### config.mk
export PLATFORM = sky130hd
export DESIGN_NAME = dual_hbridge_chopper_control
export DESIGN_NICKNAME = d
export VERILOG_FILES = /design/src/hbridge_pkg.sv /design/src/dual_hbridge_chopper_control.sv /design/src/input_sync.sv /design/src/half_gate_guard.sv
export SDC_FILE = /design/constraint.sdc
export NUM_CORES = 1
export LEC_CHECK = 0
export ABC_AREA = 1
export BUFFER_PORTS_ARGS = -buffer_cell sky130_fd_sc_hd__buf_4
export CORE_ASPECT_RATIO = 0.9
export CORE_MARGIN = 10
export CORE_UTILIZATION = 60
export CTS_CLUSTER_DIAMETER = 200
export DETAILED_ROUTE_END_ITERATION = 8
export PLACE_DENSITY = 0.87
export SLEW_MARGIN = 20
export SYNTH_ARGS = -nofsm -noshare
export SYNTH_HDL_FRONTEND = slang
export SYNTH_HIERARCHICAL = 1
export SYNTH_SLANG_ARGS = --single-unit
### constraint.sdc
create_clock -name sys_clk -period 3.35 [get_ports sys_clk]
set_input_delay 0.67 -clock sys_clk [delete_from_list [all_inputs] [get_ports sys_clk]]
set_output_delay 0.67 -clock sys_clk [all_outputs]
set_load 0.05 [all_outputs]
### src/hbridge_pkg.sv
// constants and carrier types shared by the dual bridge controller
`default_nettype none
package hbridge_pkg;
   // clock period
   localparam int unsigned clk_period_ns       = 10;
   // internal chopping rate in kHz
   localparam int unsigned chop_freq_khz       = 50;
   localparam int unsigned chop_period_cycles  = 1000000 / (chop_freq_khz * clk_period_ns);
   // least times, rounded up to whole cycles
   localparam int unsigned blank_time_ns       = 3750;
   localparam int unsigned blank_cycles        = (blank_time_ns + clk_period_ns - 1) / clk_period_ns;
   localparam int unsigned dead_time_ns        = 450;
   localparam int unsigned dead_cycles         = (dead_time_ns + clk_period_ns - 1) / clk_period_ns;
   localparam int unsigned ocp_deglitch_ns     = 4000;
   localparam int unsigned ocp_deglitch_cycles = (ocp_deglitch_ns + clk_period_ns - 1) / clk_period_ns;
   // longest times, rounded down
   localparam int unsigned wake_time_us        = 1000;
   localparam int unsigned wake_cycles         = wake_time_us * 1000 / clk_period_ns;
   localparam int unsigned ocp_retry_us        = 1350;
   localparam int unsigned ocp_retry_cycles    = ocp_retry_us * 1000 / clk_period_ns;

   // counter widths
   localparam int unsigned period_cnt_w   = 11;
   localparam int unsigned blank_cnt_w    = 9;
   localparam int unsigned dead_cnt_w     = 6;
   localparam int unsigned deglitch_cnt_w = 9;
   localparam int unsigned wake_cnt_w     = 17;
   localparam int unsigned retry_cnt_w    = 18;

   // counter end and load values
   localparam logic [period_cnt_w-1:0]   period_last   = period_cnt_w'(chop_period_cycles - 1);
   localparam logic [blank_cnt_w-1:0]    blank_load    = blank_cnt_w'(blank_cycles);
   localparam logic [dead_cnt_w-1:0]     dead_load     = dead_cnt_w'(dead_cycles);
   localparam logic [deglitch_cnt_w-1:0] deglitch_last = deglitch_cnt_w'(ocp_deglitch_cycles - 1);

   // one half-bridge: both switches off is high impedance
   typedef struct packed {
      logic high;
      logic low;
   } half_gate_type;

   typedef struct packed {
      half_gate_type one;
      half_gate_type two;
   } bridge_gate_type;

   typedef struct packed {
      logic one;
      logic two;
   } bridge_input_type;

   // analog current limit flags, per output, per switch
   typedef struct packed {
      logic [1:0] high;
      logic [1:0] low;
   } overcurrent_flags_type;

   // everything sampled from pins, index 0 is bridge a
   typedef struct packed {
      bridge_input_type [1:0]      bridge_in;
      logic [1:0]                  trip;
      overcurrent_flags_type [1:0] oc;
      logic                        sleep_n;
      logic                        thermal;
      logic                        supply_low;
   } pin_sample_type;

   localparam half_gate_type   half_off      = 2'h0;
   localparam half_gate_type   half_high     = 2'h2;
   localparam half_gate_type   half_low      = 2'h1;
   localparam bridge_gate_type gates_off     = {half_off, half_off};
   localparam bridge_gate_type gates_brake   = {half_low, half_low};
   localparam bridge_gate_type gates_forward = {half_high, half_low};
   localparam bridge_gate_type gates_reverse = {half_low, half_high};

   typedef struct packed {
      half_gate_type           gate;
      logic [dead_cnt_w-1:0]   dead_cnt;
   } guard_state_type;

   localparam guard_state_type guard_reset = '{gate: half_off, dead_cnt: '0};

   typedef struct packed {
      logic [period_cnt_w-1:0]        period_cnt;
      logic                           period_start;
      logic [wake_cnt_w-1:0]          wake_cnt;
      logic                           awake;
      logic [1:0][blank_cnt_w-1:0]    blank_cnt;
      logic [1:0]                     driving;
      logic [1:0]                     chopped;
      logic [1:0][deglitch_cnt_w-1:0] deglitch_cnt;
      logic [1:0][retry_cnt_w-1:0]    retry_cnt;
      logic [1:0]                     shutdown;
      logic                           fault;
      logic                           fault_n;
   } ctrl_state_type;

   localparam ctrl_state_type ctrl_reset = '{fault_n: 1'b1, default: '0};
endpackage : hbridge_pkg
`default_nettype wire

### src/dual_hbridge_chopper_control.sv
// dual h-bridge control: decode, chopping, protection and sleep
`default_nettype none
// Operation
// - decode input pair into coast/reverse/forward/brake
// - two identical independent bridge controllers
// - sense trip cuts drive until next period
// - ignore sense for blanking after drive enable
// - blanking is the minimum on-time
// - trip flag means sense reached reference
// - after trip both low sides on
// - sleep turns bridges off, resets logic
// - inputs ignored while asleep
// - outputs wait wake interval after sleep release
// - persistent current limit shuts bridge, fault low
// - retry period re-enables bridge and fault
// - overcurrent shuts only the affected bridge
// - overcurrent per switch, independent of sense
// - thermal flag disables bridges, reports fault
// - undervoltage resets the control state until recovery
// - fault output low during undervoltage
// - active when awake and fault free
// - chopping period generated internally, 50 kHz
// - internal dead time between half-bridge switches
module dual_hbridge_chopper_control
   import hbridge_pkg::*;
#(
   parameter int unsigned wake_cycles_p  = wake_cycles,
   parameter int unsigned retry_cycles_p = ocp_retry_cycles
) (
   input  wire logic                  sys_clk,
   input  wire logic                  resetn,
   input  wire logic                  bridge_a_input_one,
   input  wire logic                  bridge_a_input_two,
   input  wire logic                  bridge_b_input_one,
   input  wire logic                  bridge_b_input_two,
   input  wire logic                  sleep_request_n,
   input  wire logic                  bridge_a_current_sense_trip,
   input  wire logic                  bridge_b_current_sense_trip,
   input  wire overcurrent_flags_type bridge_a_overcurrent_guard,
   input  wire overcurrent_flags_type bridge_b_overcurrent_guard,
   input  wire logic                  thermal_cutoff,
   input  wire logic                  supply_low_lockout,
   output half_gate_type              bridge_a_output_one,
   output half_gate_type              bridge_a_output_two,
   output half_gate_type              bridge_b_output_one,
   output half_gate_type              bridge_b_output_two,
   output logic                       fault_indicator_n_out,
   output logic                       fault_indicator_n_oe
);
   // end values that follow the shortenable parameters
   localparam logic [wake_cnt_w-1:0]  wake_last  = wake_cnt_w'(wake_cycles_p - 1);
   localparam logic [retry_cnt_w-1:0] retry_last = retry_cnt_w'(retry_cycles_p - 1);

   pin_sample_type        raw;
   pin_sample_type        smp;
   ctrl_state_type        st;
   ctrl_state_type        next_st;
   bridge_gate_type [1:0] want;
   logic [1:0]            drive;
   half_gate_type [1:0]   gate_one;
   half_gate_type [1:0]   gate_two;

   // gather pins, index 0 is bridge a
   assign raw.bridge_in[0] = {bridge_a_input_one, bridge_a_input_two};
   assign raw.bridge_in[1] = {bridge_b_input_one, bridge_b_input_two};
   assign raw.trip         = {bridge_b_current_sense_trip, bridge_a_current_sense_trip};
   assign raw.oc[0]        = bridge_a_overcurrent_guard;
   assign raw.oc[1]        = bridge_b_overcurrent_guard;
   assign raw.sleep_n      = sleep_request_n;
   assign raw.thermal      = thermal_cutoff;
   assign raw.supply_low   = supply_low_lockout;

   // comparator flags are asynchronous to sys_clk, so all pins pass two stages
   input_sync #(
      .width ($bits(pin_sample_type))
   ) u_pin_sync (
      .async_in (raw),
      .sys_clk  (sys_clk),
      .resetn   (resetn),
      .sync_out (smp)
   );

   // wake timer, period timer, per-bridge chopping and protection
   always_comb begin
      next_st              = st;
      next_st.period_start = 1'b0;
      want                 = {gates_off, gates_off};
      drive                = 2'b00;

      // clocks stop while asleep, so the period timer only runs awake
      if (!st.awake) begin
         next_st.wake_cnt = st.wake_cnt + 1'b1;
         if (st.wake_cnt == wake_last) begin
            next_st.awake = 1'b1;
         end
      end else if (st.period_cnt == period_last) begin
         next_st.period_cnt   = '0;
         next_st.period_start = 1'b1;
      end else begin
         next_st.period_cnt = st.period_cnt + 1'b1;
      end

      for (int b = 0; b < 2; b++) begin
         // pwm on one input passes straight through the decode
         unique case (smp.bridge_in[b])
            2'h0: want[b] = gates_off;
            2'h1: want[b] = gates_reverse;
            2'h2: want[b] = gates_forward;
            2'h3: want[b] = gates_brake;
         endcase
         drive[b] = smp.bridge_in[b].one ^ smp.bridge_in[b].two;

         // blanking restarts whenever drive is re-enabled
         if (drive[b] && (!st.driving[b] || st.period_start)) begin
            next_st.blank_cnt[b] = blank_load;
         end else if (st.blank_cnt[b] != '0) begin
            next_st.blank_cnt[b] = st.blank_cnt[b] - 1'b1;
         end
         next_st.driving[b] = drive[b];

         // trip only counts once blanking is over; the count is stale
         // in the cycle drive starts, so that cycle never chops
         if (!drive[b] || st.period_start) begin
            next_st.chopped[b] = 1'b0;
         end else if (st.driving[b] && st.blank_cnt[b] == '0 && smp.trip[b]) begin
            next_st.chopped[b] = 1'b1;
         end
         if (st.chopped[b]) begin
            want[b] = gates_brake;
         end

         // overcurrent: deglitch, shut down, retry
         if (st.shutdown[b]) begin
            next_st.deglitch_cnt[b] = '0;
            if (st.retry_cnt[b] == '0) begin
               next_st.shutdown[b] = 1'b0;
            end else begin
               next_st.retry_cnt[b] = st.retry_cnt[b] - 1'b1;
            end
         end else if (|smp.oc[b]) begin
            if (st.deglitch_cnt[b] == deglitch_last) begin
               next_st.shutdown[b]     = 1'b1;
               next_st.retry_cnt[b]    = retry_last;
               next_st.deglitch_cnt[b] = '0;
            end else begin
               next_st.deglitch_cnt[b] = st.deglitch_cnt[b] + 1'b1;
            end
         end else begin
            next_st.deglitch_cnt[b] = '0;
         end

         // any fault or sleep turns every switch of the bridge off
         if (!st.awake || st.shutdown[b] || smp.thermal) begin
            want[b] = gates_off;
         end
      end

      next_st.fault = (|st.shutdown) | smp.thermal | smp.supply_low;

      // sleep or low supply holds the control state in reset; undervoltage still reports
      if (!smp.sleep_n || smp.supply_low) begin
         next_st       = ctrl_reset;
         next_st.fault = smp.supply_low;
      end
      next_st.fault_n = !next_st.fault;
   end

   always_ff @(posedge sys_clk) begin
      if (!resetn) begin
         st <= ctrl_reset;
      end else begin
         st <= next_st;
      end
   end

   // four half-bridges, each with its own dead-time guard
   for (genvar b = 0; b < 2; b++) begin : g_bridge
      half_gate_guard u_guard_one (
         .sys_clk (sys_clk),
         .resetn  (resetn),
         .enable  (st.awake),
         .want    (want[b].one),
         .gate    (gate_one[b])
      );
      half_gate_guard u_guard_two (
         .sys_clk (sys_clk),
         .resetn  (resetn),
         .enable  (st.awake),
         .want    (want[b].two),
         .gate    (gate_two[b])
      );
   end

   // outputs come from the guard and state flops
   assign bridge_a_output_one   = gate_one[0];
   assign bridge_a_output_two   = gate_two[0];
   assign bridge_b_output_one   = gate_one[1];
   assign bridge_b_output_two   = gate_two[1];
   assign fault_indicator_n_out = st.fault_n;
   assign fault_indicator_n_oe  = st.fault;  // open drain, drives low only

   for (genvar b = 0; b < 2; b++) begin : g_check

   end
endmodule : dual_hbridge_chopper_control
`default_nettype wire

### src/input_sync.sv
// two flip-flop synchroniser for pin-level inputs
`default_nettype none
module input_sync
   import hbridge_pkg::*;
#(
   parameter int unsigned width = 1
) (
   input  wire logic [width-1:0] async_in,
   input  wire logic             sys_clk,
   input  wire logic             resetn,
   output logic      [width-1:0] sync_out
);
   typedef struct packed {
      logic [width-1:0] first;
      logic [width-1:0] second;
   } sync_state_type;

   sync_state_type st;
   sync_state_type next_st;

   // first stage feeds only the second
   always_comb begin
      next_st.first  = async_in;
      next_st.second = st.first;
   end

   always_ff @(posedge sys_clk) begin
      if (!resetn) begin
         st <= '0;
      end else begin
         st <= next_st;
      end
   end

   assign sync_out = st.second;
endmodule : input_sync
`default_nettype wire

### src/half_gate_guard.sv
// one half-bridge gate driver with break-before-make dead time
`default_nettype none
module half_gate_guard
   import hbridge_pkg::*;
(
   input  wire logic          sys_clk,
   input  wire logic          resetn,
   input  wire logic          enable,
   input  wire half_gate_type want,
   output half_gate_type      gate
);
   guard_state_type st;
   guard_state_type next_st;
   half_gate_type   target;

   // turn-off is immediate, turn-on waits out the dead time
   always_comb begin
      next_st = st;
      target  = enable ? want : half_off;
      if (st.dead_cnt != '0) begin
         next_st.dead_cnt = st.dead_cnt - 1'b1;
      end
      if (st.gate != target) begin
         if (st.gate != half_off) begin
            next_st.gate     = half_off;
            next_st.dead_cnt = dead_load;
         end else if (st.dead_cnt == '0) begin
            next_st.gate = target;
         end
      end
   end

   always_ff @(posedge sys_clk) begin
      if (!resetn) begin
         st <= guard_reset;
      end else begin
         st <= next_st;
      end
   end

   assign gate = st.gate;
endmodule : half_gate_guard
`default_nettype wire

==> results list, run 1 <==
* Clock tree root buffer cell: sky130_fd_sc_hd__clkbuf_16
- Commonest non-fill, non-tap cells in the layout: sky130_fd_sc_hd__nand2_1, sky130_fd_sc_hd__dfxtp_1, sky130_fd_sc_hd__inv_1
- Max-cap violations in this run came to 0.
- For this block, wires on met1 add up to roughly 8400 um.
- No sink is reached through more buffers than the 2 on the longest clock path.
* Worst vdd rail ir drop: a little under 500 uV
- Pin placement for this block handled 29 I/O pins.
* Final critical-path share of the clock period: ~60%
- Clock-pin slew reported for the worst setup and hold paths after clock tree synthesis: around 70 ps
- Once layout is complete, the cells apart from fillers number approximately 1.5k.
- Total clock sinks: 176
* Share of synthesized flip-flops with an asynchronous set or reset: 0%
- Area Growth Syn to Fin: 9.99%
- Number of placement rows: 42
- WP data required: between 3000 and 4000 ps
- Vias in the first global route: around 7.1k
- The layout has 1,146 filler cells.
- Max Used Layer: met4
- In this run, distinct cell masters in the synthesized netlist total 39.
- In this run the worst path has a maximum fanout of 11.
- DR WL met2: just under 9000 um
* Number of DRC violations after detailed routing: 0
- Critical path, cell by cell: inv_1 -> nand3_1 -> a21oi_1 -> nand3_1 -> nand2_1 -> nand2_2 -> a21oi_1 -> nor2_1
- Post-route ant nets: 0
* Most common cell after layout, fill and taps aside: sky130_fd_sc_hd__nand2_1
* Final Hold Vio Count: 0
- Entering global routing, the biggest net connects 60 pins.
* Die span in x: ~150 um
- The routed design has between 15,000 and 20,000 um of wire.
- The number of gates resized after CTS was 0.
- Multiplexer cells account for 0% of the synthesized area.
- STA puts the critical path data arrival time at approximately 2300 ps.
- Standard cell core area: 14,700 um2
* Starting utilization of the core area: 61.2%
* Warnings from Yosys: 6
- After synthesis, flip-flops and latches occupy between 30% and 40% of the total area.
- Area share of the largest cell type after synthesis: between 30% and 40%
- Most used flip-flop cell after synthesis: sky130_fd_sc_hd__dfxtp_1
* Initial DRT Pass Iterations: 6
- Detailed routing inserted a total of ~7.8k vias.
- Wire segments on met3 add up to just over 900 um in the final route.
- Counting flops with a built-in enable in the synthesized netlist gives 0.
- Buffers inserted during clock tree synthesis total 17.
- DRC marker count from the first detailed-route iteration: 654
* Worst stage delay on the critical path: approximately 480 ps
- Buffers placed on the I/O ports in this run total 28.
* Y dimension of the die: 136 um
- Maximum clock frequency: 499 MHz
- Number of placed cells counting well taps: around 1.5k
- Using the TritonRoute via totals, the vias-per-cell ratio works out to 5.22.
- Of the total synthesized cell area, the portion taken by full adders, half adders and majority gates is under 10%.
* Worst slack, placed: around 1300 ps
- The clock tree synthesis step divided the H-tree into 4 levels.
* Fraction of final layout cells sized beyond drive strength 1: between 10% and 20%
- Outcome: finished, final reports clean
- Ranked by total cell area, the synthesized netlist is headed by sky130_fd_sc_hd__dfxtp_1, sky130_fd_sc_hd__nand2_1, sky130_fd_sc_hd__inv_1, sky130_fd_sc_hd__nor2_1, sky130_fd_sc_hd__nand3_1.
- Number of instances in the synthesized netlist: 1,271
* Critical path capture point type: flop
- DIE AREA: 20,300 um2
- The net count of the finished layout is about 1.3k.
* Synthesized area per cell: roughly 7.1 um2
- Final weighted congestion of routability-driven global placement: approximately 0.84
* Top cell type by total area after synthesis: sky130_fd_sc_hd__dfxtp_1
* Pwr dens: between 400 and 500 nW/um2
* Transition at the pin with the smallest max-transition slack: 584 ps
- Total gr overflow: 0
* CTS tree: yes
- Final setup slack of the worst path: about 1300 ps
* Slew headroom: 61.1%
* Number of buffers added to fix hold violations after cts: 0
* Antenna diode count: 0
* # Post-CTS Setup Buffers: 0
* DP HPWL: between 10,000 and 15,000 um
- The largest individual stage delay along the critical path comes from the cell sky130_fd_sc_hd__dfxtp_1.
- The worst setup path is launched from a flop.
* Classification of the worst-slack hold path: flop to flop
- For the final routed database, the setup TNS stands at 0 ps.
* Post-route clock skew: between 8 and 9 ps
- In this run, synthesis produced a sequential element count of approximately 180.
* Post-layout minimum cycle time: about 2000 ps
- Clock latency on the worst-skew pair, taken at its later pin, is around 430 ps.
- After synthesis, the largest family of logic cells by area is simple AND/OR/NAND/NOR gates.
* Class of the most critical setup path: flop to flop
- Synthesized net count: ~1.3k
- Pleak: between 4 and 5 nW
* Overall Power: 4.40 mW
* Simple logic cell fraction of the synthesized area: 36.8%
- The cell area that synthesis handed to floorplanning was 9000 um2.
* Global-route wire length before repair: around 31,000 um
- Summing the areas of all xor and xnor instances in the mapped netlist gives 2.92% of the synthesized area.
* Worst R2R Setup Slack: 1350 ps
- Global-route usage over all layers: 18.1%
* Synthesized-area fraction occupied by ao, oa, aoi and oai cells: approximately 8%
- Setup violations remaining at the end of the flow were counted as 0.
* RSZ-0062 raised after global routing: false
* Number of antenna violations at the first check in global routing: 0
* Final Slew Violations: 0
* Wire per inst: ~12 um
kinds of logic after synthesis:
logic type | after synthesis
fa+ha+maj | 28
simple gates | 710
compound gates | 132
flops | 176
buf+inv | 195
xor+xnor | 30
state kept, by name (all words and copies together) (netlist names):
name	cells
fault_indicator_n_oe	1
fault_indicator_n_out	1
g_bridge.u_guard_one/gate	4
g_bridge.u_guard_one/st	12
g_bridge.u_guard_two/gate	4
g_bridge.u_guard_two/st	12
st	108
u_pin_sync/next_st	17
u_pin_sync/sync_out	17
cell type report:
class | count | area, um2 | area share [%]
clock buffer | 18 | 429 | 4.33
clock inverter | 14 | 205 | 2.07
inverter | 165 | 619 | 6.25
multi-input combinational | 900 | 4640 | 46.8
sequential | 176 | 3520 | 35.6
tap | 198 | 248 | 2.50
timing repair buffer | 32 | 240 | 2.43
final timing paths:
check / start / end / cells after the start
worst max-delay path: st[2] / g_bridge[0].u_guard_two/gate[1] / 8
worst min-delay path: u_pin_sync/next_st[2] / u_pin_sync/sync_out[2] / 2
worst max register to register: st[2] / g_bridge[0].u_guard_two/gate[1] / 8
worst min register to register: u_pin_sync/next_st[2] / u_pin_sync/sync_out[2] / 2
where the power goes:
group          internal (mW)  switching (mW)  leakage, nW
Combinational         0.0505          0.0940         2.80
Clock                   1.26           0.864        0.306
Sequential              2.12          0.0100         1.43
Total                   3.43           0.968         4.53
metrics by stage:
step	area (um2)	hold WS (ps)	util (%)
after floorplan	9000	390	-
after global placement	9270	393	63.0
after detailed placement	9270	395	63.0
after CTS	9900	403	67.3
after global routing	9900	407	67.3
final	9900	413	67.3
cell usage after synthesis, types with 10 or more instances:
cell                         n
sky130_fd_sc_hd__a21oi_1    74
sky130_fd_sc_hd__buf_4      12
sky130_fd_sc_hd__dfxtp_1   176
sky130_fd_sc_hd__ha_1       28
sky130_fd_sc_hd__inv_1     157
sky130_fd_sc_hd__nand2_1   319
sky130_fd_sc_hd__nand2_2    15
sky130_fd_sc_hd__nand3_1   115
sky130_fd_sc_hd__nand3_2    15
sky130_fd_sc_hd__nand3b_1   10
sky130_fd_sc_hd__nand4_1    21
sky130_fd_sc_hd__nor2_1    155
sky130_fd_sc_hd__nor2_2     11
sky130_fd_sc_hd__nor3_1     15
sky130_fd_sc_hd__o21ai_0    39
sky130_fd_sc_hd__xor2_1     21
per-layer routing:
layer | vias to the layer above | track usage (%)
li1 | 4075 | -
met4 | 0 | 4.68
met1 | 3567 | 22.5
met3 | 25 | 4.75
met5 | - | 0
met2 | 182 | 30.6
worst max-delay path: cells and delay by family (launching register included):
family,cells,cell delay (ps)
AO/OA/AOI/OAI,2,530
flip-flops,1,480
buffers and inverters,1,280
AND/OR/NAND/NOR,5,590
(Power assumes the default switching activity.)
==> inputs of run 2 (changes only) <==
--- a/config.mk
+++ b/config.mk
@@ -5,14 +5,14 @@
 export SDC_FILE = /design/constraint.sdc
 export NUM_CORES = 1
 export LEC_CHECK = 0
-export ABC_AREA = 1
+export ABC_AREA = 0
 export BUFFER_PORTS_ARGS = -buffer_cell sky130_fd_sc_hd__buf_4
 export CORE_ASPECT_RATIO = 0.9
 export CORE_MARGIN = 10
 export CORE_UTILIZATION = 60
 export CTS_CLUSTER_DIAMETER = 200
 export DETAILED_ROUTE_END_ITERATION = 8
-export PLACE_DENSITY = 0.87
+export PLACE_DENSITY = 0.88
 export SLEW_MARGIN = 20
 export SYNTH_ARGS = -nofsm -noshare
 export SYNTH_HDL_FRONTEND = slang
==> constraint.sdc (replaced) <==
create_clock -name sys_clk -period 1.9 [get_ports sys_clk]
set_input_delay 0.38 -clock sys_clk [delete_from_list [all_inputs] [get_ports sys_clk]]
set_output_delay 0.38 -clock sys_clk [all_outputs]
set_load 0.05 [all_outputs]
==> results list, run 2 <==
- Outcome: finished, violations left
- The final reports fail on negative setup slack.
- Top cell type by total area after synthesis: sky130_fd_sc_hd__dfxtp_1
- STA classifies the critical path startpoint as a flop.
* Min-Delay Path Depth: 2 (unchanged)
* Worst R2R Setup Slack: -70 ps (-1420 ps)
- Y dimension of the die: 129 um (-5.2%)
- Commonest non-fill, non-tap cells in the layout: sky130_fd_sc_hd__dfxtp_1, sky130_fd_sc_hd__nor2_1, sky130_fd_sc_hd__buf_4
- The number of antenna violations at the first check in global routing came to 0 (unchanged).
- Number of DRC violations after detailed routing: 0 (unchanged)
- The aggregate routed wire length came to 17,500 um (-4.1%).
- Warnings from Yosys: 6 (unchanged)
- Starting utilization of the core area: 61.9% (+0.65 points)
- The maximum net fanout on the critical path is 8 (-3).
- Total gr overflow: 0 (unchanged)
- The endpoint arrival time on the critical path came to 2280 ps (-50 ps).
- Global-route wire length before repair: 27,900 um (-11%)
* Overall Power: 7.30 mW (+66%)
- The number of synthesized flops with an enable pin was 0 (unchanged).
- The cell internal power dissipation was 5.57 mW (+62%).
* I/O pin count: 29 (unchanged)
- Post-layout minimum cycle time: 1970 ps (-32.9 ps)
* Synthesized-area fraction occupied by ao, oa, aoi and oai cells: 11.7% (+3.9 points)
* Number of storage elements in the synthesis netlist: 176 (unchanged)
- Dominant combinational cell family by area after synthesis: simple AND/OR/NAND/NOR gates
* Maximum capacitance violations: 0 (unchanged)
* Setup Total Neg Slack: -266 ps (-266 ps)
- The total clock buffers created by CTS came to 17 (unchanged).
- Area share of the largest cell type after synthesis: 44.4% (+5.3 points)
- The count of unique library cells instantiated by Yosys came to 62 (+59%).
* RSZ-0062 raised after global routing: true
* Timing startpoint of the critical path: st[27]
- The number of search-and-repair iterations in the first detailed-routing pass was 6 (unchanged).
- The worst register-to-register path ends at st[24].
- The number of non-filler instances in the completed layout came to 1,125 (-25%).
- The via count of the routed design was 6,513 (-17%).
* Clock network power share: 45.1% (-3.3 points)
- The number of nets in the finished design was 995 (-26%).
- Maximum clock frequency: 508 MHz (+1.7%)
* Clock-pin slew reported for the worst setup and hold paths after clock tree synthesis: 70 ps (about the same)
* Share of cell area taken by muxes after synthesis: 0.788% (+0.79 points)
* Classification of the worst-slack hold path: input port to flop
- The worst clock skew was 9.32 ps (+1.11 ps).
* Class of the most critical setup path: flop to flop
- Simple logic cell fraction of the synthesized area: 25.4% (-11 points)
- Ranked by total cell area, the synthesized netlist is headed by sky130_fd_sc_hd__dfxtp_1, sky130_fd_sc_hd__xnor2_1, sky130_fd_sc_hd__nor2_1, sky130_fd_sc_hd__ha_1, sky130_fd_sc_hd__xor2_1.
- Min-Delay Startpoint: bridge_b_overcurrent_guard[0]
* WP data required: 2210 ps (-1460 ps)
* Post-synthesis adder-cell area fraction: 4.41% (+0.52 points)
- The net count after synthesis was 923 (-30%).
- Sequential Power Share: 51.3% (+3.0 points)
* Synthesized-area fraction occupied by xor and xnor cells: 9.71% (+6.8 points)
* Transition at the pin with the smallest max-transition slack: 670 ps (+85.7 ps)
- The ratio of routed vias to standard cells was 5.79 (+11%).
* Fraction of final layout cells sized beyond drive strength 1: 24.9% (+14 points)
* Standard cell core area: 12,800 um2 (-13%)
- The antenna violation net count after detailed routing came to 0 (unchanged).
* Share of synthesized flip-flops with an asynchronous set or reset: 0% (unchanged)
- The tree is rooted in a sky130_fd_sc_hd__clkbuf_16.
- The die outline width is 141 um (-5.3%).
- Post-Route Utilization: 73.8% (+6.5 points)
- The worst setup path is captured at a flop.
- The overall routing resource usage was 18.0% (-0.074 points).
- Clock insertion delay at the later pin of the skew report: 430 ps (about the same)
- The net switching fraction of the power is 23.8% (+1.8 points).
* Total clock sinks: 176 (unchanged)
- The post-layout instance area is 9480 um2 (-4.3%).
* Fill cell count: 807 (-30%)
* Synthesized area per cell: 9.06 um2 (+28%)
- The path with the worst hold slack has its endpoint at u_pin_sync/next_st[7].
- CTS tree: yes
* Slew headroom: 55.1% (-6.0 points)
* Sequential element share of the synthesized area: 44.4% (+5.3 points)
- Register with the highest flop count: st
- Final critical-path share of the clock period: 104% (+44 points)
- The max-slew violation total from the final report came to 0 (unchanged).
- The number of hold buffers added after cts is 0 (unchanged).
- The post-layout worst setup margin came to -69.2 ps (-1420 ps).
* Post-detailed-placement cell area: 8660 um2 (-6.6%)
- Number of setup violations in the final report: 9 (+9)
- The final hold slack is 165 ps (-248 ps).
- The cell area after synthesis is 7940 um2 (-12%).
- Wire per inst: 15.6 um (+28%)
- Deepest level of the CTS H-tree: 4 (unchanged)
* Count of input and output buffers: 28 (unchanged)
- Final weighted congestion of routability-driven global placement: 0.864 (+2.4%)
- The hold violation total from the final report came to 0 (unchanged).
- Number of cell instances on the worst register-to-register path: 5 (-3)
* Maximum number of pins on one net before global-route repair: 72 (+20%)
- The library cell used most frequently in the layout, excluding fill and tap cells, is sky130_fd_sc_hd__dfxtp_1.
- Worst slack, placed: -143 ps (-1470 ps)
- Pwr dens: 771 nW/um2 (+74%)
- From synthesis to final layout, the design area changed by 19.4%.
- DP HPWL: 10,600 um (-16%)
- The number of inserted diodes is 0 (unchanged).
- Library cell with the highest instance count after synthesis: sky130_fd_sc_hd__dfxtp_1
- The number of flip-flops under the largest register name is 108 (unchanged).
- The switching power total came to 1.74 mW (+79%).
* Vias in the first global route: 6,161 (-13%)
- The share of total power in combinational logic was 3.5% (+0.2 points).
- The number of cells after detailed placement came to 1,083 (-26%).
* Clock Tree Buf Depth: 2 (unchanged)
- By count the netlist is led by sky130_fd_sc_hd__dfxtp_1, sky130_fd_sc_hd__nor2_1, sky130_fd_sc_hd__nand2_1.
- Most used flip-flop cell after synthesis: sky130_fd_sc_hd__dfxtp_1
* DRC marker count from the first detailed-route iteration: 511 (-22%)
- The peak ir drop on the vdd network was 829 uV (+72%).
- The total leakage power came to 3.55 nW (-22%).
- DIE AREA: 18,200 um2 (-10%)
* Reg-to-reg startpoint: st[27]
- The floorplan row count is 39 (-7.1%).
- The cell count after synthesis is 876 (-31%).
[run 2: cell types whose count changed after synthesis, moves of 32 or more]
cell,change
sky130_fd_sc_hd__nand2_1,-264
sky130_fd_sc_hd__inv_1,-126
sky130_fd_sc_hd__nand3_1,-74
sky130_fd_sc_hd__nor2_1,-59
sky130_fd_sc_hd__xnor2_1,+39
sky130_fd_sc_hd__and2_2,+34
sky130_fd_sc_hd__a21oi_1,-32
[run 2: what timing repair did]
item / CTS / global route
resized for setup: 6 / 46
endpoints found under the setup margin: 23 / 61
pin swaps: 6 / 30
setup buffers: 2 / 8
[run 2: per-layer routing]
layer  share of wire, %  up-vias  track usage (%)
met1                 44     3107             22.1
met4                1.9        0             6.43
li1                   -     3212                -
met2                 49      157             29.7
met5                  0        -                0
met3                4.8       37             5.30
[run 2: kinds of logic after synthesis]
logic type	count (synthesis)
simple gates	369
flops	176
compound gates	145
xor+xnor	88
buf+inv	64
fa+ha+maj	28
mux	6
[run 2: how the worst max path moves through the flow]
| stage | to | slack [ps] | depth (start not counted) |
|---|---|---|---|
| finish | st[24] | -70 | 5 |
| global route | st[17] | -180 | 5 |
| CTS | st[23] | -100 | 5 |
| detailed placement | st[27] | -140 | 5 |
| global placement | st[23] | -90 | 5 |
| floorplan | st[23] | -100 | 7 |
[run 2: layout make-up]
| class | instances | area [um2] | area share, % |
|---|---|---|---|
| clock buffers | 18 | 429 | 4.53 |
| flip-flops and latches | 176 | 3540 | 37.3 |
| repair buffers | 86 | 662 | 6.99 |
| multi-input cells | 636 | 4400 | 46.5 |
| well taps | 164 | 205 | 2.17 |
| inverters | 31 | 116 | 1.23 |
| clock inverters | 14 | 123 | 1.29 |
[run 2: critical path, stage by stage, from the launching register on]
cell	delay, ps
sky130_fd_sc_hd__dfxtp_2	330
sky130_fd_sc_hd__or4_4	560
sky130_fd_sc_hd__or4_4	520
sky130_fd_sc_hd__a31oi_4	190
sky130_fd_sc_hd__xor2_1	170
sky130_fd_sc_hd__a21oi_1	80
[run 2: power groups by stage]
stage                     registers (mW)  clock network [mW]  logic (mW)
after floorplan                     3.83                   0       0.161
after global routing                3.75                3.50       0.286
after detailed placement            3.83                   0       0.247
final                               3.75                3.30       0.258
after CTS                           3.75                3.33       0.255
after global placement              3.83                   0       0.241
==> inputs of run 3 (changes only) <==
--- a/config.mk
+++ b/config.mk
@@ -18,3 +18,4 @@
 export SYNTH_HDL_FRONTEND = slang
 export SYNTH_HIERARCHICAL = 1
 export SYNTH_SLANG_ARGS = --single-unit
+export TNS_END_PERCENT = 30
==> results list, run 3 (synthesis results as in run 2) <==
- The total leakage power came to 3.58 nW (+0.98%).
* Clock buffers created by TritonCTS: 17 (unchanged)
- Antenna diode count: 0 (unchanged)
* Final critical-path share of the clock period: 105% (+1.4 points)
- The post-layout instance area was 9560 um2 (+0.92%).
* Final Hold Vio Count: 0 (unchanged)
- DRC marker count from the first detailed-route iteration: 467 (-8.6%)
- Maximum clock frequency: 501 MHz (-1.3%)
* Clock network power share: 47.0% (+1.9 points)
- Post-layout minimum cycle time: 2000 ps (+26.6 ps)
- Classification of the worst-slack hold path: input port to flop
- Starting utilization of the core area: 61.9% (unchanged)
- The antenna violation net count after detailed routing is 0 (unchanged).
- The checks that failed: negative setup slack.
* Fraction of final layout cells sized beyond drive strength 1: 25.1% (+0.18 points)
* DIE AREA: 18,200 um2 (unchanged)
* Y dimension of the die: 129 um (unchanged)
- The final setup violation count was 19 (+10).
- Count of input and output buffers: 28 (unchanged)
- Maximum capacitance violations: 0 (unchanged)
- Maximum number of pins on one net before global-route repair: 72 (unchanged)
- Worst vdd rail ir drop: 851 uV (+2.7%)
- Switch share: 21.1% (-2.7 points)
* Worst Path Buf+Inv: 0 (unchanged)
- Critical path capture point type: flop
- I/O pin count: 29 (unchanged)
- The post-place instance area came to 8660 um2 (about the same).
* Total clock sinks: 176 (unchanged)
- DP HPWL: 11,200 um (+6.2%)
* Area Growth Syn to Fin: 20.5%
* Worst stage delay on the critical path: 540 ps (-20 ps)
- The critical path goes through or4_4 -> or4_4 -> o21ai_2 -> nand4_1 -> o31ai_1.
- STA classifies the critical path startpoint as a flop.
- RSZ-0062 raised after global routing: true
* Clock Tree Buf Depth: 2 (unchanged)
- Among all stages on the critical path, the largest delay is contributed by sky130_fd_sc_hd__or4_4.
- The die outline width is 141 um (unchanged).
* Global-route usage over all layers: 19.2% (+1.1 points)
* Proportion of power drawn by combinational gates: 3.4% (about the same)
* Most common cell after layout, fill and taps aside: sky130_fd_sc_hd__dfxtp_1
- The maximum net fanout on the critical path came to 8 (unchanged).
* Max FFs per register: 108 (unchanged)
- Register with the highest flop count: st
* Dominant delay contributor by cell family on the critical path: simple AND/OR/NAND/NOR gates
* Clock-pin slew reported for the worst setup and hold paths after clock tree synthesis: 60 ps (about the same)
- Initial DRT Pass Iterations: 5 (-1)
- Internal power contribution: 5.97 mW (+7.3%)
- The CTS H-tree depth came to 4 (unchanged).
- Setup Total Neg Slack: -798 ps (-532 ps)
- The ratio of routed vias to standard cells came to 5.83 (+0.64%).
- Sequential Power Share: 49.6% (-1.7 points)
- TritonCTS built the clock tree.
- Wire per inst: 16.2 um (+3.9%)
- The via count of the routed design came to 6,537 (+0.37%).
* Critical path arrival: 2340 ps (+60 ps)
- Number of antenna violations at the first check in global routing: 0 (unchanged)
* Post-route clock skew: 10.4 ps (+1.06 ps)
* Outcome: finished, violations left
- Final Slew Violations: 0 (unchanged)
- The worst setup path is of the flop to flop kind.
* Global-route wire length before repair: 29,200 um (+4.7%)
* Final weighted congestion of routability-driven global placement: 0.845 (-2.2%)
* Final wirelength: 18,100 um (+3.6%)
* Vias in the first global route: 6,247 (+1.4%)
- The area inside the core boundary is 12,800 um2 (unchanged).
- The floorplan row count is 39 (unchanged).
* Clock tree root buffer cell: sky130_fd_sc_hd__clkbuf_16
- Final net count: 993 (-0.20%)
- Worst R2R Setup Slack: -100 ps (-30 ps)
- Worst slack, placed: -225 ps (-82.6 ps)
- Final setup slack of the worst path: -95.8 ps (-26.6 ps)
- The clock insertion delay at the later pin of the skew report was 440 ps (about the same).
- The switching power total was 1.59 mW (-8.1%).
- The critical path required time came to 2240 ps (+30 ps).
- Pwr dens: 791 nW/um2 (+2.7%)
- Slew headroom: 56.7% (+1.6 points)
* Number of DRC violations after detailed routing: 0 (unchanged)
- Transition at the pin with the smallest max-transition slack: 645 ps (-24.5 ps)
* Most frequent cell on the critical path: sky130_fd_sc_hd__or4_4
- The aggregate global routing overflow came to 0 (unchanged).
* Commonest non-fill, non-tap cells in the layout: sky130_fd_sc_hd__dfxtp_1, sky130_fd_sc_hd__nor2_1, sky130_fd_sc_hd__buf_4
## run 3: cell types whose count changed in the layout (fill, tap and decap cells not counted), moves of 3 or more
cell	before	now
sky130_fd_sc_hd__buf_4	84	81
sky130_fd_sc_hd__dfxtp_2	8	4
sky130_fd_sc_hd__inv_6	5	0
sky130_fd_sc_hd__o21ai_1	9	12
sky130_fd_sc_hd__nor4_2	4	9
sky130_fd_sc_hd__nor4_1	18	12
sky130_fd_sc_hd__inv_8	3	0
sky130_fd_sc_hd__dfxtp_1	167	171
sky130_fd_sc_hd__bufinv_16	0	3
## run 3: worst paths after layout
kind,start,endpoint,cells past startpoint
setup reg to reg,st[25],st[27],5
hold reg to reg,u_pin_sync/next_st[15],u_pin_sync/sync_out[15],1
hold / removal,bridge_b_overcurrent_guard[1],u_pin_sync/next_st[8],2
setup / recovery,st[25],st[27],5
## run 3: area by class of cell
| cell class | count | area, um2 |
|---|---|---|
| repair buffers | 84 | 651 |
| clock inverters | 10 | 136 |
| well taps | 164 | 205 |
| clock buffers | 21 | 460 |
| inverters | 31 | 116 |
| fillers | 807 | 3270 |
| multi-input cells | 636 | 4460 |
| flip-flops and latches | 176 | 3530 |
## run 3: metal layers
| metal | GRT usage (%) | vias up | routed length [um] |
|---|---|---|---|
| met5 | 0 | - | 0 |
| met2 | 31.3 | 204 | 8860 |
| met1 | 23.1 | 3101 | 7870 |
| met4 | 8.50 | 0 | 344 |
| li1 | - | 3198 | - |
| met3 | 5.44 | 34 | 1060 |
## run 3: metrics by stage
stage	hold WS, ps	power [mW]	cells	util [%]
2_1_floorplan	418	3.99	876	-
3_3_place_gp	427	4.07	1086	67.5
3_5_place_dp	432	4.08	1086	67.5
4_1_cts	143	7.60	1118	72.7
5_1_grt	145	7.79	1122	74.5
6_report	158	7.57	1122	74.5
## run 3: repair_timing
action,CTS,global route
endpoints found under the setup margin,24,71
setup buffers,1,4
cloned,0,0
hold buffers,0,0
gates resized for setup,16,46
hold endpoints to repair,0,0
pin swaps,6,15
## run 3: power by group through the flow
stage / clock network [mW] / registers, mW / logic (mW)
2_1_floorplan: 0 / 3.83 / 0.161
3_3_place_gp: 0 / 3.83 / 0.235
3_5_place_dp: 0 / 3.83 / 0.243
4_1_cts: 3.60 / 3.75 / 0.249
5_1_grt: 3.75 / 3.75 / 0.288
6_report: 3.55 / 3.75 / 0.260
